[config.mk]
export PLATFORM = sky130hd
export DESIGN_NAME = kmw_glue
export DESIGN_NICKNAME = d
export VERILOG_FILES = /design/src/kmw_pkg.sv /design/src/kmw_sync.sv /design/src/kmw_irq_latch.sv /design/src/kmw_glue.sv
export VERILOG_INCLUDE_DIRS = /design/src
export SDC_FILE = /design/constraint.sdc
export NUM_CORES = 1
export LEC_CHECK = 0
export BUFFER_PORTS_ARGS = -buffer_cell sky130_fd_sc_hd__buf_2
export CORE_ASPECT_RATIO = 0.7
export CORE_UTILIZATION = 50
export CTS_CLUSTER_DIAMETER = 100
export CTS_CLUSTER_SIZE = 24
export DETAILED_ROUTE_END_ITERATION = 7
export PLACE_DENSITY = 0.87
export SLEW_MARGIN = 10
export SYNTH_ARGS = -nofsm -noshare
export SYNTH_HDL_FRONTEND = slang
export SYNTH_SLANG_ARGS = --single-unit
[constraint.sdc]
create_clock -name clock_i -period 3 [get_ports clock_i]
set_clock_uncertainty 0.15 [all_clocks]
set_input_delay 0.45 -clock clock_i [delete_from_list [all_inputs] [get_ports clock_i]]
set_output_delay 0.45 -clock clock_i [all_outputs]
set_load 0.03 [all_outputs]
[src/kmw_defines.svh]
// register offsets, field positions and reset values for the keyboard/mouse wake glue
`ifndef KMW_DEFINES_SVH
`define KMW_DEFINES_SVH

// byte addresses on the register bus
`define KMW_OFF_WAKE_STATUS 8'h00
`define KMW_OFF_WAKE_ENABLE 8'h04
`define KMW_OFF_WAKE_CTRL 8'h08
`define KMW_OFF_LINE_STATE 8'h0C
`define KMW_OFF_GLOBAL_CFG 8'h2C
`define KMW_OFF_KBD_GATE_CFG 8'hF0

// wake event bit positions, shared by status and enable
`define KMW_WK_KBD_IRQ 0
`define KMW_WK_MOUSE_IRQ 1
`define KMW_WK_KBD_DATA 2
`define KMW_WK_MOUSE_DATA 3
`define KMW_WK_W 4

// keyboard_gate_config fields
`define KMW_KGC_KBD_LATCH 3
`define KMW_KGC_MOUSE_LATCH 4
`define KMW_KGC_KBD_ISO 5
`define KMW_KGC_MOUSE_ISO 6

// global configuration: embedded controller reset bit
`define KMW_GCFG_CTL_RST 6

// wake control: global wake enable bit
`define KMW_CTRL_GLOBAL_EN 0

// reset values
`define KMW_RST_BYTE 8'h00
`define KMW_RST_WAKE 4'h0
`define KMW_RST_WORD 32'h0000_0000
`define KMW_LINE_IDLE 1'h1

`endif

[src/kmw_pkg.sv]
// state types for the keyboard/mouse wake glue
`include "kmw_defines.svh"

package kmw_pkg;

	// state of one interrupt latch
	typedef struct packed {
		logic raw_d; // raw interrupt one cycle ago
		logic latched; // captured rising interrupt
		logic out; // selected interrupt output
	} kmw_latch_state_t;

	// state of the main glue block
	typedef struct packed {
		logic ack; // bus access answered this cycle
		logic [31:0] rdata; // read data for the bus
		logic [`KMW_WK_W-1:0] status; // sticky wake status
		logic [`KMW_WK_W-1:0] enable; // per-event wake enable
		logic gen; // global wake enable
		logic [7:0] gcfg; // global configuration byte
		logic [7:0] kgc; // keyboard gate configuration byte
		logic kbd_data_line_prev; // keyboard data, last cycle
		logic mouse_data_line_prev; // mouse data, last cycle
		logic kirq_prev; // keyboard irq output, last cycle
		logic mirq_prev; // mouse irq output, last cycle
		logic kbd_clock_line_ctl; // keyboard clock into controller
		logic kbd_data_line_ctl; // keyboard data into controller
		logic mclk_ctl; // mouse clock into controller
		logic mouse_data_line_ctl; // mouse data into controller
		logic pme; // power management event
	} kmw_state_t;

endpackage

[src/kmw_sync.sv]
// three-stage synchroniser with agreement filter for pin inputs
`timescale 1ns/1ps
`default_nettype none

module kmw_sync #(
	parameter int W = 1,
	parameter logic [W-1:0] INIT = '0
) (
	// clock and reset
	input wire logic clock_i,
	input wire logic sys_rst_i,
	// asynchronous inputs
	input wire logic [W-1:0] async_i,
	// filtered synchronous outputs
	output logic [W-1:0] sync_o
);

	// whole synchroniser state
	typedef struct packed {
		logic [W-1:0] s1; // first stage, read only by s2
		logic [W-1:0] s2;
		logic [W-1:0] s3;
		logic [W-1:0] val; // accepted value
	} kmw_sync_state_t;

	kmw_sync_state_t st_reg;
	kmw_sync_state_t st_next;

	// a bit changes only once stages two and three agree
	always_comb begin
		st_next = st_reg;
		st_next.s1 = async_i;
		st_next.s2 = st_reg.s1;
		st_next.s3 = st_reg.s2;
		for (int i = 0; i < W; i++) begin
			if (st_reg.s2[i] == st_reg.s3[i]) begin
				st_next.val[i] = st_reg.s3[i];
			end
		end
	end

	// registers, constant reset only
	always_ff @(posedge clock_i or posedge sys_rst_i) begin
		if (sys_rst_i) begin
			st_reg <= {INIT, INIT, INIT, INIT};
		end else begin
			st_reg <= st_next;
		end
	end

	assign sync_o = st_reg.val;

endmodule // kmw_sync
`default_nettype wire

[src/kmw_irq_latch.sv]
// interrupt latch with selectable latched or combined output
`timescale 1ns/1ps
`default_nettype none

module kmw_irq_latch (
	// clock and reset
	input wire logic clock_i,
	input wire logic sys_rst_i,
	// raw interrupt from the embedded controller
	input wire logic raw_i,
	// select: 1 latched alone, 0 raw and latched
	input wire logic sel_i,
	// selected interrupt
	output logic out_o
);

	kmw_pkg::kmw_latch_state_t st_reg;
	kmw_pkg::kmw_latch_state_t st_next;

	// capture a rising raw irq, drop it once raw goes low
	always_comb begin
		st_next = st_reg;
		st_next.raw_d = raw_i;
		st_next.latched = raw_i & (st_reg.latched | ~st_reg.raw_d);
		if (sel_i) begin
			st_next.out = st_next.latched; // see R1
		end else begin
			st_next.out = raw_i & st_next.latched; // see R1
		end
	end

	// latch clears on system reset
	always_ff @(posedge clock_i or posedge sys_rst_i) begin
		if (sys_rst_i) begin
			st_reg <= '0;
		end else begin
			st_reg <= st_next;
		end
	end

	assign out_o = st_reg.out;
endmodule // kmw_irq_latch
`default_nettype wire

[src/kmw_glue.sv]
// keyboard and mouse wake, latch and isolation glue with register slave
//
// Contract
// mouse irq: latched alone or raw-and-latched
// keyboard irq: latched alone or raw-and-latched
// control bits live in gate config 0xF0
// four separate sticky wake status bits
// wake needs own enable and global enable
// irq wakes need main power; data wakes not
// mouse isolation blocks mouse lines to controller
// mouse data always reaches wake detection
// keyboard isolation blocks keyboard lines to controller
// keyboard data always reaches wake detection
// software resets controller after deep sleep isolation
// 0x40 to 0x2C holds controller reset
// software sets only bit 6 there
// no controller reset needed after light sleep
// latches catch rising irq, clear on reset
//
// The Avalon-MM register port was decided locally.
`timescale 1ns/1ps
`default_nettype none
`include "kmw_defines.svh"

module kmw_glue (
	// clock and reset
	input wire logic clock_i,
	input wire logic sys_rst_i,
	// avalon-mm register slave
	input wire logic [7:0] avs_address_i,
	input wire logic avs_read_i,
	input wire logic avs_write_i,
	input wire logic [31:0] avs_writedata_i,
	input wire logic [3:0] avs_byteenable_i,
	output logic [31:0] avs_readdata_o,
	output logic avs_waitrequest_o,
	// serial lines from the keyboard and mouse
	input wire logic kbd_clock_line_i,
	input wire logic kbd_data_line_i,
	input wire logic mouse_clock_line_i,
	input wire logic mouse_data_line_i,
	// main power good, asynchronous
	input wire logic main_power_i,
	// raw interrupts from the embedded controller
	input wire logic kbd_irq_raw_i,
	input wire logic mouse_irq_raw_i,
	// lines into the embedded controller
	output logic kbd_clock_ctl_o,
	output logic kbd_data_ctl_o,
	output logic mouse_clock_ctl_o,
	output logic mouse_data_ctl_o,
	// selected interrupts to the host
	output logic kbd_irq_o,
	output logic mouse_irq_o,
	// embedded controller reset, held while set
	output logic ctl_reset_o,
	// power management event, level
	output logic pme_o
);

	// synchronised pins: kbd_clock_line, kbd_data_line, mclk, mouse_data_line, power
	logic [4:0] pins_sync;
	logic kbd_clock_line_s; // keyboard clock, synchronised
	logic kbd_data_line_s; // keyboard data, synchronised
	logic mclk_s; // mouse clock, synchronised
	logic mouse_data_line_s; // mouse data, synchronised
	logic power_s; // main power present
	logic kbd_irq; // selected keyboard irq
	logic mouse_irq; // selected mouse irq

	kmw_pkg::kmw_state_t st_reg;
	kmw_pkg::kmw_state_t st_next;

	// lines idle high, power assumed absent until seen
	kmw_sync #(
		.W(5),
		.INIT(5'h0F)
	) u_sync (
		.clock_i(clock_i),
		.sys_rst_i(sys_rst_i),
		.async_i({main_power_i, mouse_data_line_i, mouse_clock_line_i,
			kbd_data_line_i, kbd_clock_line_i}),
		.sync_o(pins_sync)
	);

	assign kbd_clock_line_s = pins_sync[0];
	assign kbd_data_line_s = pins_sync[1];
	assign mclk_s = pins_sync[2];
	assign mouse_data_line_s = pins_sync[3];
	assign power_s = pins_sync[4];

	// keyboard interrupt latch
	kmw_irq_latch u_kbd_latch (
		.clock_i(clock_i),
		.sys_rst_i(sys_rst_i),
		.raw_i(kbd_irq_raw_i),
		.sel_i(st_reg.kgc[`KMW_KGC_KBD_LATCH]), // see R2
		.out_o(kbd_irq)
	);

	// mouse interrupt latch
	kmw_irq_latch u_mouse_latch (
		.clock_i(clock_i),
		.sys_rst_i(sys_rst_i),
		.raw_i(mouse_irq_raw_i),
		.sel_i(st_reg.kgc[`KMW_KGC_MOUSE_LATCH]), // see R1
		.out_o(mouse_irq)
	);

	// bus qualifiers
	logic req; // a request is on the bus
	logic wr_go; // write takes effect this edge
	logic lane0; // low byte lane enabled
	logic [`KMW_WK_W-1:0] wake_ev; // wake events this cycle
	logic [`KMW_WK_W-1:0] wake_clr; // status bits cleared by software

	// next state: bus slave, wake status, isolation
	always_comb begin
		st_next = st_reg;
		req = avs_read_i | avs_write_i;
		lane0 = avs_byteenable_i[0];
		wr_go = avs_write_i & st_reg.ack;
		wake_ev = `KMW_RST_WAKE;
		wake_clr = `KMW_RST_WAKE;

		// one wait cycle: answer on the second cycle of each request
		st_next.ack = req & ~st_reg.ack;

		// read data captured in the waiting cycle, unmapped reads zero
		st_next.rdata = `KMW_RST_WORD;
		if (avs_read_i && !st_reg.ack) begin
			case (avs_address_i)
				`KMW_OFF_WAKE_STATUS: begin
					st_next.rdata[`KMW_WK_W-1:0] = st_reg.status;
				end
				`KMW_OFF_WAKE_ENABLE: begin
					st_next.rdata[`KMW_WK_W-1:0] = st_reg.enable;
				end
				`KMW_OFF_WAKE_CTRL: begin
					st_next.rdata[`KMW_CTRL_GLOBAL_EN] = st_reg.gen;
				end
				`KMW_OFF_LINE_STATE: begin
					// live view of lines, power and irqs
					st_next.rdata[7:0] = {1'h0, mouse_irq, kbd_irq, power_s,
						mouse_data_line_s, mclk_s, kbd_data_line_s, kbd_clock_line_s};
				end
				`KMW_OFF_GLOBAL_CFG: begin
					st_next.rdata[7:0] = st_reg.gcfg;
				end
				`KMW_OFF_KBD_GATE_CFG: begin
					st_next.rdata[7:0] = st_reg.kgc;
				end
				default: begin
					st_next.rdata = `KMW_RST_WORD;
				end
			endcase
		end

		// writes land at the edge where waitrequest is low
		if (wr_go && lane0) begin
			case (avs_address_i)
				`KMW_OFF_WAKE_STATUS: begin
					wake_clr = avs_writedata_i[`KMW_WK_W-1:0];
				end
				`KMW_OFF_WAKE_ENABLE: begin
					st_next.enable = avs_writedata_i[`KMW_WK_W-1:0];
				end
				`KMW_OFF_WAKE_CTRL: begin
					st_next.gen = avs_writedata_i[`KMW_CTRL_GLOBAL_EN];
				end
				`KMW_OFF_GLOBAL_CFG: begin
					// reset bit is not self-clearing; other bits just stored
					st_next.gcfg = avs_writedata_i[7:0]; // see R12
				end
				`KMW_OFF_KBD_GATE_CFG: begin
					st_next.kgc = avs_writedata_i[7:0];
				end
				default: begin
					// unmapped or read-only: ignored
					st_next.gcfg = st_reg.gcfg;
				end
			endcase
		end

		// edge history for event detection
		st_next.kbd_data_line_prev = kbd_data_line_s;
		st_next.mouse_data_line_prev = mouse_data_line_s;
		st_next.kirq_prev = kbd_irq;
		st_next.mirq_prev = mouse_irq;

		// irq wakes only while main power is present
		wake_ev[`KMW_WK_KBD_IRQ] = power_s & kbd_irq & ~st_reg.kirq_prev; // see R4
		wake_ev[`KMW_WK_MOUSE_IRQ] = power_s & mouse_irq & ~st_reg.mirq_prev; // see R4
		// falling data edge is the start bit; taken before isolation
		wake_ev[`KMW_WK_KBD_DATA] = st_reg.kbd_data_line_prev & ~kbd_data_line_s; // see R4
		wake_ev[`KMW_WK_MOUSE_DATA] = st_reg.mouse_data_line_prev & ~mouse_data_line_s; // see R4

		// sticky status: a new event wins over a same-cycle clear
		st_next.status = (st_reg.status & ~wake_clr) | wake_ev;

		// pme needs the event's own enable and the global enable
		st_next.pme = st_reg.gen & (|(st_reg.status & st_reg.enable));

		// isolated lines are held at the idle high level
		if (st_reg.kgc[`KMW_KGC_KBD_ISO]) begin
			st_next.kbd_clock_line_ctl = `KMW_LINE_IDLE;
			st_next.kbd_data_line_ctl = `KMW_LINE_IDLE;
		end else begin
			st_next.kbd_clock_line_ctl = kbd_clock_line_s;
			st_next.kbd_data_line_ctl = kbd_data_line_s;
		end
		if (st_reg.kgc[`KMW_KGC_MOUSE_ISO]) begin
			st_next.mclk_ctl = `KMW_LINE_IDLE;
			st_next.mouse_data_line_ctl = `KMW_LINE_IDLE;
		end else begin
			st_next.mclk_ctl = mclk_s;
			st_next.mouse_data_line_ctl = mouse_data_line_s;
		end
	end

	// one register bank; latch selects and isolation clear on reset
	always_ff @(posedge clock_i or posedge sys_rst_i) begin
		if (sys_rst_i) begin
			st_reg <= '0;
			st_reg.kgc <= `KMW_RST_BYTE;
			st_reg.kbd_data_line_prev <= `KMW_LINE_IDLE;
			st_reg.mouse_data_line_prev <= `KMW_LINE_IDLE;
			st_reg.kbd_clock_line_ctl <= `KMW_LINE_IDLE;
			st_reg.kbd_data_line_ctl <= `KMW_LINE_IDLE;
			st_reg.mclk_ctl <= `KMW_LINE_IDLE;
			st_reg.mouse_data_line_ctl <= `KMW_LINE_IDLE;
		end else begin
			st_reg <= st_next;
		end
	end

	// outputs
	assign avs_waitrequest_o = req & ~st_reg.ack;
	assign avs_readdata_o = st_reg.rdata;
	assign kbd_clock_ctl_o = st_reg.kbd_clock_line_ctl;
	assign kbd_data_ctl_o = st_reg.kbd_data_line_ctl;
	assign mouse_clock_ctl_o = st_reg.mclk_ctl;
	assign mouse_data_ctl_o = st_reg.mouse_data_line_ctl;
	assign kbd_irq_o = kbd_irq;
	assign mouse_irq_o = mouse_irq;
	// held until software writes the bit back to zero
	assign ctl_reset_o = st_reg.gcfg[`KMW_GCFG_CTL_RST]; // see R11 see R12
	assign pme_o = st_reg.pme;
endmodule // kmw_glue
`default_nettype wire

=== Yosys cells after proc, flatten, opt, wreduce, memory -nomap -nowiden ===
Cells that the tools add are included.

* Bits in registers: 93
* Input port bits: 55
* Output and inout bits: 41
* Word-level logic and storage cells: 86

* Equal/unequal tests: 10
* Multiplexer cells: 10
* Bitwise gates (word level): 27
* Reductions and logical operators: 9

{| class="wikitable"
|+ Operators by type and width
! cell !! number
|-
| 8-bit by 4-bit equality test with 1-bit output, second input constant || 2
|-
| 3-bit case mux with 5 select lines || 1
|-
| 1-bit bitwise AND || 13
|-
| 4-bit case mux with 3 select lines || 1
|-
| 4-bit bitwise AND || 2
|-
| 8-bit by 3-bit equality test with 1-bit output, second input constant || 1
|-
| 8-bit by 6-bit equality test with 1-bit output, second input constant || 1
|-
| 8-bit equality test, second input constant || 1
|-
| 8-bit zero test || 1
|-
| 4-bit two-way mux || 2
|-
| 8-bit two-way mux || 1
|-
| 2-bit AND reduction || 4
|-
| 1-bit NOT || 7
|-
| 1-bit case mux with 6 select lines || 1
|-
| 1-bit equality test || 5
|-
| 2-bit two-way mux || 2
|-
| 4-bit NOT || 1
|-
| 4-bit OR || 1
|-
| 4-bit OR reduction || 1
|-
| 1-bit OR || 3
|-
| 1-bit logical AND || 2
|-
| 1-bit two-way mux || 2
|-
| 1-bit zero test || 1
|}

=== Depth between registers and ports, before layout ===
Gate-level depths: netlist (run 1).

* Depth in word-level cells: 6
* Mapped depth: 6

=== Cells and area by module ===
From an unflattened synthesis (run 1), not the netlist that was laid out.

* Cell total of the unflattened synthesis: 216
* Area total of the unflattened synthesis: 2851.5 um2

{| class="wikitable"
|+ Modules (own cells, without submodules)
! module !! times used !! cells each !! area an instance (um2) !! sequential area each (um2)
|-
| kmw_glue || 1 || 175 || 2103.3 || 1083.5
|-
| kmw_sync || 1 || 31 || 618.1 || 520.5
|-
| kmw_irq_latch || 2 || 5 || 65.1 || 50.0
|}

=== Worst setup path after synthesis (run 1) ===
No wires, ideal clock.

* Path type: input to register
* Start point: in avs_address_i[5]
* End point: reg st_reg[10] in the netlist's numbering
* Setup time: 0.125 ns
* Arrival time: 1.622 ns
* Slack: 1.103 ns
* Cell stages on the path: 6
* Cells stage by stage: buf_4 > and4_2 > clkbuf_1 > nand2_1 > nor2_4 > mux2_2

* Word-level cells in the longest chain between the ends: 2

{| class="wikitable"
|+ RTL lines
! what !! RTL line !! text
|-
| start: declaration || kmw_glue.sv:30 || <nowiki>input wire logic [7:0] avs_address_i,</nowiki>
|-
| 8-bit equality test || kmw_glue.sv:161 || <nowiki>case (avs_address_i)</nowiki>
|-
| 2-bit AND reduction (no source line) || n/a ||
|-
| end signal: assignment || kmw_glue.sv:233 || <nowiki>st_reg <= st_next;</nowiki>
|-
| end: declaration || kmw_glue.sv:71 || <nowiki>kmw_pkg::kmw_state_t st_reg;</nowiki>
|}

Every way passes these cells.
A chain may end at the register's enable or synchronous reset.

=== Worst setup path after layout (run 1) ===
* Start point: in avs_address_i[5]
* End point: reg st_reg[11] in the netlist's numbering

The elaborated chain is that of the path after synthesis.

==> impl_metrics.tcl, run 1 <==
set metrics [dict create \
    crit_slowest_cell "mux2_2" \
    cp_max_fo 18 \
    die_h_um 65.28 \
    yosysTopAreaCell "dfrtp_1" \
    htreeDepth 3 \
    power.leakage_uw 0.001553 \
    grt_pass1_vias 1642 \
    grt_pass1_wl_um 8273 \
    busiest_layer "met2" \
    ios 96 \
    grt_use_met1_pct 26.15 \
    worstPathRequired_ns 3.08 \
    dr.pass1.iters 4 \
    setup_viol 0 \
    p_clk_share_pct 43.7 \
    ys_top_cells_by_area "dfrtp_1 (39%), dfstp_2 (20%), mux2_2 (9.8%), buf_4 (8.7%), a22oi_1 (2.9%)" \
    sw_frac_of_total_pct 23.62 \
    preCtsSetupSlack_ns 0.8373 \
    grt_max_degree 37 \
    via_count 1723 \
    clkTransAtPathRegs_ns 0.07 \
    dpl.hpwl_um 3698 \
    clk_latency_ns 0.35 \
    synth-seq-cells 67 \
    crit_type "input port to flop" \
    fp-row-count 22 \
    clock-root-buffer "clkbuf_8" \
    maxCapViolations 0 \
    hp-start "kbd_clock_line_i" \
    switchingPower_uw 480.7 \
    tns_ns 0 \
    drive_gt1_share_pct 45.52 \
    antenna_found_initial 0 \
    end_kind "flop" \
    syn2layout_area_growth_pct 13.87 \
    worst_pin_slew_ns 0.7677 \
    largest_reg_flops 29 \
    die_width_um 92.40 \
    comb_power_share_pct 8.3 \
    holdPathStages 1 \
    min_to "u_sync.st_next[10]$_DFF_PP1_" \
    reg2reg_from "st_reg[66]$_DFF_PP0_" \
    fmax_ghz 0.5520 \
    worstSetupStartpointType "input port" \
    diodes 0 \
    crit_chain "buf_2, and4_2, nand2_1, nor2_4, mux2_2" \
    setup_slack_ns 1.188 \
    clock-sinks 67 \
    start_util_pct 53.29 \
    synthCells 220 \
    yosysSeqAreaShare_pct 59.58 \
    grt_use_met3_pct 8.102 \
    synth_warnings 0 \
    ff2ff_setup_slack_ns 1.34 \
    synth_top_cell_area_share_pct 39.37 \
    outcome "completed" \
    yosys_most_used_dff "dfrtp_1" \
    die_area_um2 6032 \
    p_per_area_nw_per_um2 624.8 \
    port_buffers 44 \
    coreArea_um2 5368 \
    rsz0062_at_grt "no" \
    cts_made_buffers 9 \
    post-cts-setup-buffers 0 \
    ant_nets 0 \
    wl_per_cell_um 14.96 \
    drt_iter0_drc 108 \
    synth_area_per_cell_um2 13.00 \
    routed_wl_um 5085 \
    hold_violations 0 \
    critPathArrivalTime_ns 1.89 \
    syn_area_um2 2860 \
    hold_buffers 0 \
    power_uw 2035 \
    slew_headroom_pct 48.35 \
    ir_drop_uv 339.7 \
    nets 318 \
    timing.rr.end "st_reg[32]$_DFF_PP0_" \
    slowest_delay_ns 0.37 \
    overflow 0 \
    period_share_pct 60.39 \
    yosys.cell_types.count 37 \
    grt.total_usage_pct 19.03 \
    route.detailed.drc 0 \
    synth_edf_count 0 \
    grt_util_met2_pct 27.04 \
    ff2ff_path_depth 4 \
    p_seq_share_pct 48.0 \
    ctsResizeCount 0 \
    async_flop_share_pct 100.0 \
    p_int_uw 1554 \
    place.gp.congestion 0.8682 \
    fin_crit_ns 1.812 \
    hold_class "input port to flop" \
    slew_violations 0 \
    cts_tree "yes" \
    drt-vias-per-instance 5.068 \
    cts_buffer_depth 2 \
]
==> power groups by stage <==
stage,clock network (µW),registers (µW),logic (µW)
6_report,889,976,169
4_1_cts,908,977,171
3_5_place_dp,0,992,170
2_1_floorplan,0,1000,127
5_1_grt,956,982,184
3_3_place_gp,0,990,166
==> worst max path at each step <==
stage                                   to        startpoint  cells past startpoint
2_1_floorplan  avs_readdata_o[0]$_DFF_PP0_         sys_rst_i                      1
3_3_place_gp         st_reg[9]$_DFFE_PP0P_  avs_address_i[5]                      5
3_5_place_dp        st_reg[11]$_DFFE_PP0P_  avs_address_i[5]                      5
4_1_cts             st_reg[11]$_DFFE_PP0P_  avs_address_i[5]                      5
5_1_grt             st_reg[11]$_DFFE_PP0P_  avs_address_i[3]                      5
6_report            st_reg[11]$_DFFE_PP0P_  avs_address_i[5]                      5
==> routing by layer <==
layer	part of all wire, %	vias up
met5	0	-
met4	1.2	0
met3	8.7	9
met2	44	67
met1	46	842
li1	-	805
==> synth_stat cells (3+ instances only) <==
cell and count:
a21oi_1 3, maj3_1 5, a22o_1 3, o21ai_0 3, nand2_1 11, buf_4 33, o22ai_1 3, dfrtp_1 45
inv_1 7, a21boi_0 3, and2_1 4, a22oi_1 11, mux2_2 25, nand2b_1 3, dfstp_2 22, nor2_1 8
or2_2 4
==> logic make-up (layout without fill, tap and decap cells) <==
family / Yosys count / after routing / synth area share [%]
and+or+nand+nor: 48 / 48 / 10.85
buffers and inverters: 43 / 68 / 10.02
adders and majority gates: 5 / 5 / 1.750
DFF: 67 / 67 / 59.58
muxes: 25 / 25 / 9.843
AOI/OAI and AO/OA: 31 / 31 / 7.830
other: 1 / 24 / 0.1311
==> cells in the final DEF (no fill, tap or decap), drive strengths merged, types with 2 or more instances in the layout <==
master,n
bufinv,3
nand3,3
or2,4
o22ai,3
a22oi,11
nor2,10
nand2b,3
and2,4
nand3b,2
or4,2
nor4,2
conb,24
o21ai,3
mux2,25
nor3,2
a21boi,3
nand4b,2
buf,45
dfrtp,45
maj3,5
clkinv,3
clkbuf,9
nand2,11
dfstp,22
inv,7
a22o,3
o2bb2ai,2
a21oi,3
==> critical path, delay by kind of cell <==
kind | cells | cell delay, ns
and+or+nand+nor | 3 | 0.76
buffers and inverters | 1 | 0.30
muxes | 1 | 0.37
==> cell type report <==
class,instances,area [µm²]
tap,72,90.09
clock inverter,7,116.4
clock buffer,9,123.9
sequential,67,1704
fill,439,2111
multi-input combinational,133,955.9
inverter,7,26.28
timing repair buffer,45,240.2
==> stage by stage <==
step / hold slack, ns / cell area, µm² / instances / utilization (%)
after detailed placement: 0.1981 / 3017 / 324 / 56.20
after CTS: 0.02622 / 3257 / 340 / 60.68
after floorplan: 0.1812 / 2947 / 243 / -
after global placement: 0.1831 / 3017 / 324 / 56.20
after global routing: 0.01708 / 3257 / 340 / 60.68
final: 0.04379 / 3257 / 340 / 60.68
No activity file was read; power rests on OpenSTA's default activity.
==> inputs of run 2 (changes only) <==
- clock period: 3 -> 1.85 ns (I/O delays scaled with it)
==> run 2 against run 1 <==
Compared with the run above: combinational power grew 78%; largest cell class unchanged; die area is the same; flip-flop and latch count is the same; clock power grew 42%; global-route usage grew 1.2 points.
==> impl_metrics.tcl, run 2 (synthesis results as in run 1) <==
set metrics [dict create \
    worstSetupStartpointType "flop" \
    preCtsSetupSlack_ns -0.0001921 \
    maxCapViolations 0 \
    grt.total_usage_pct 20.25 \
    end_kind "flop" \
    via_count 1754 \
    drt-vias-per-instance 4.913 \
    htreeDepth 3 \
    cts_tree "yes" \
    setup_slack_ns 0.2133 \
    route.detailed.drc 0 \
    p_int_uw 2351 \
    overflow 0 \
    p_per_area_nw_per_um2 926.0 \
    antenna_found_initial 0 \
    ff2ff_setup_slack_ns 0.21 \
    fp-row-count 22 \
    syn2layout_area_growth_pct 18.55 \
    fillers 425 \
    critPathArrivalTime_ns 1.71 \
    port_buffers 44 \
    dr.pass1.iters 4 \
    clock-sinks 67 \
    power.leakage_uw 0.001625 \
    die_h_um 65.28 \
    drt_iter0_drc 161 \
    grt_max_degree 68 \
    ctsResizeCount 0 \
    clock-root-buffer "clkbuf_8" \
    largest_reg_flops 29 \
    p_clk_share_pct 40.0 \
    final_common_cell "dfrtp_1" \
    cp_max_fo 8 \
    grt_pass1_wl_um 8694 \
    cts_made_buffers 9 \
    fmax_ghz 0.6110 \
    ios 96 \
    final_cell_mix "dfrtp_1 (45), buf_2 (44), mux2_2 (25)" \
    sw_frac_of_total_pct 25.13 \
    cts_buffer_depth 2 \
    place_area_um2 3100 \
    clk_latency_ns 0.35 \
    die_width_um 92.40 \
    slew_violations 0 \
    comb_power_share_pct 9.6 \
    start_util_pct 53.29 \
    clkTransAtPathRegs_ns 0.07 \
    worstPathRequired_ns 1.93 \
    grt_pass1_vias 1672 \
    nets 335 \
    rsz0062_at_grt "no" \
    ant_nets 0 \
    period_share_pct 88.47 \
    diodes 0 \
    outcome "completed" \
    hold_violations 0 \
    holdWs_ns 0.02693 \
    setup_viol 0 \
    dpl.hpwl_um 3660 \
    crit_type "flop to flop" \
    place.gp.congestion 0.8343 \
    wl_per_cell_um 14.92 \
    tns_ns 0 \
    hold_class "input port to flop" \
    final_core_utilization_pct 63.17 \
    fin_crit_ns 1.637 \
    ir_drop_uv 682.5 \
    final_area_um2 3391 \
    switchingPower_uw 789.0 \
    p_seq_share_pct 50.4 \
    drive_gt1_share_pct 45.96 \
    die_area_um2 6032 \
    routed_wl_um 5326 \
    post-cts-setup-buffers 0 \
    coreArea_um2 5368 \
]
run 2: cell count changes in the layout (fill, tap and decap cells not counted), sizes merged:
cell,before,now
buf,45,54
dlygate4sd3,0,8
bufinv,3,1
clkbuf,9,11
clkinv,3,2
inv,7,8
run 2: cell type report:
cell class                 count  area (µm²)  share of cell area (%)
sequential                    67        1704                   50.26
clock buffer                  11       151.4                   4.465
timing repair buffer          62       400.4                   11.81
inverter                       7       30.03                  0.8856
tap                           72       90.09                   2.657
multi-input combinational    133       955.9                   28.19
clock inverter                 5       58.81                   1.734
run 2: timing repair:
action,CTS,global route
hold endpoints to repair,52,0
hold buffers,8,0
setup endpoints to repair,0,0
run 2: power by group through the flow:
stage	registers, µW	logic (µW)	clock network, µW
CTS	1580	302	1290
global placement	1610	283	0
global route	1590	327	1370
finish	1580	301	1260
floorplan	1630	206	0
detailed placement	1610	288	0
run 2: stage by stage:
step	total power, µW	instances
6_report	3140	357
3_3_place_gp	1888	333
5_1_grt	3285	357
2_1_floorplan	1832	243
4_1_cts	3174	357
3_5_place_dp	1897	333
run 2: path summary, 6_finish.rpt:
| check | start | end | cells after the start |
|---|---|---|---|
| min in group asynchronous | sys_rst_i | st_reg[19]$_DFFE_PP0P_ | 4 |
| max in group asynchronous | sys_rst_i | u_sync.st_reg[7]$_DFF_PP1_ | 4 |
| min reg2reg | u_sync.st_next[14]$_DFF_PP0_ | u_sync.st_next[9]$_DFF_PP0_ | 0 |
| min | avs_writedata_i[4] | st_reg[13]$_DFFE_PP0P_ | 2 |
| max reg2reg | st_reg[66]$_DFF_PP0_ | st_reg[18]$_DFFE_PP0P_ | 4 |
| max | st_reg[66]$_DFF_PP0_ | st_reg[18]$_DFFE_PP0P_ | 4 |
run 2: metal layers:
metal  up-vias  GRT usage [%]  wire length [µm]
met3         5          8.333               359
met1       844          27.55              2577
met2        69          29.72              2341
met4         0          6.250                48
met5         -              0                 0
li1        836              -                 -
run 2: critical path, cell delays in order (launching register included):
cell,delay [ns]
dfrtp_1,0.36
nand3_1,0.26
inv_1,0.15
nand3_2,0.24
mux2_2,0.36
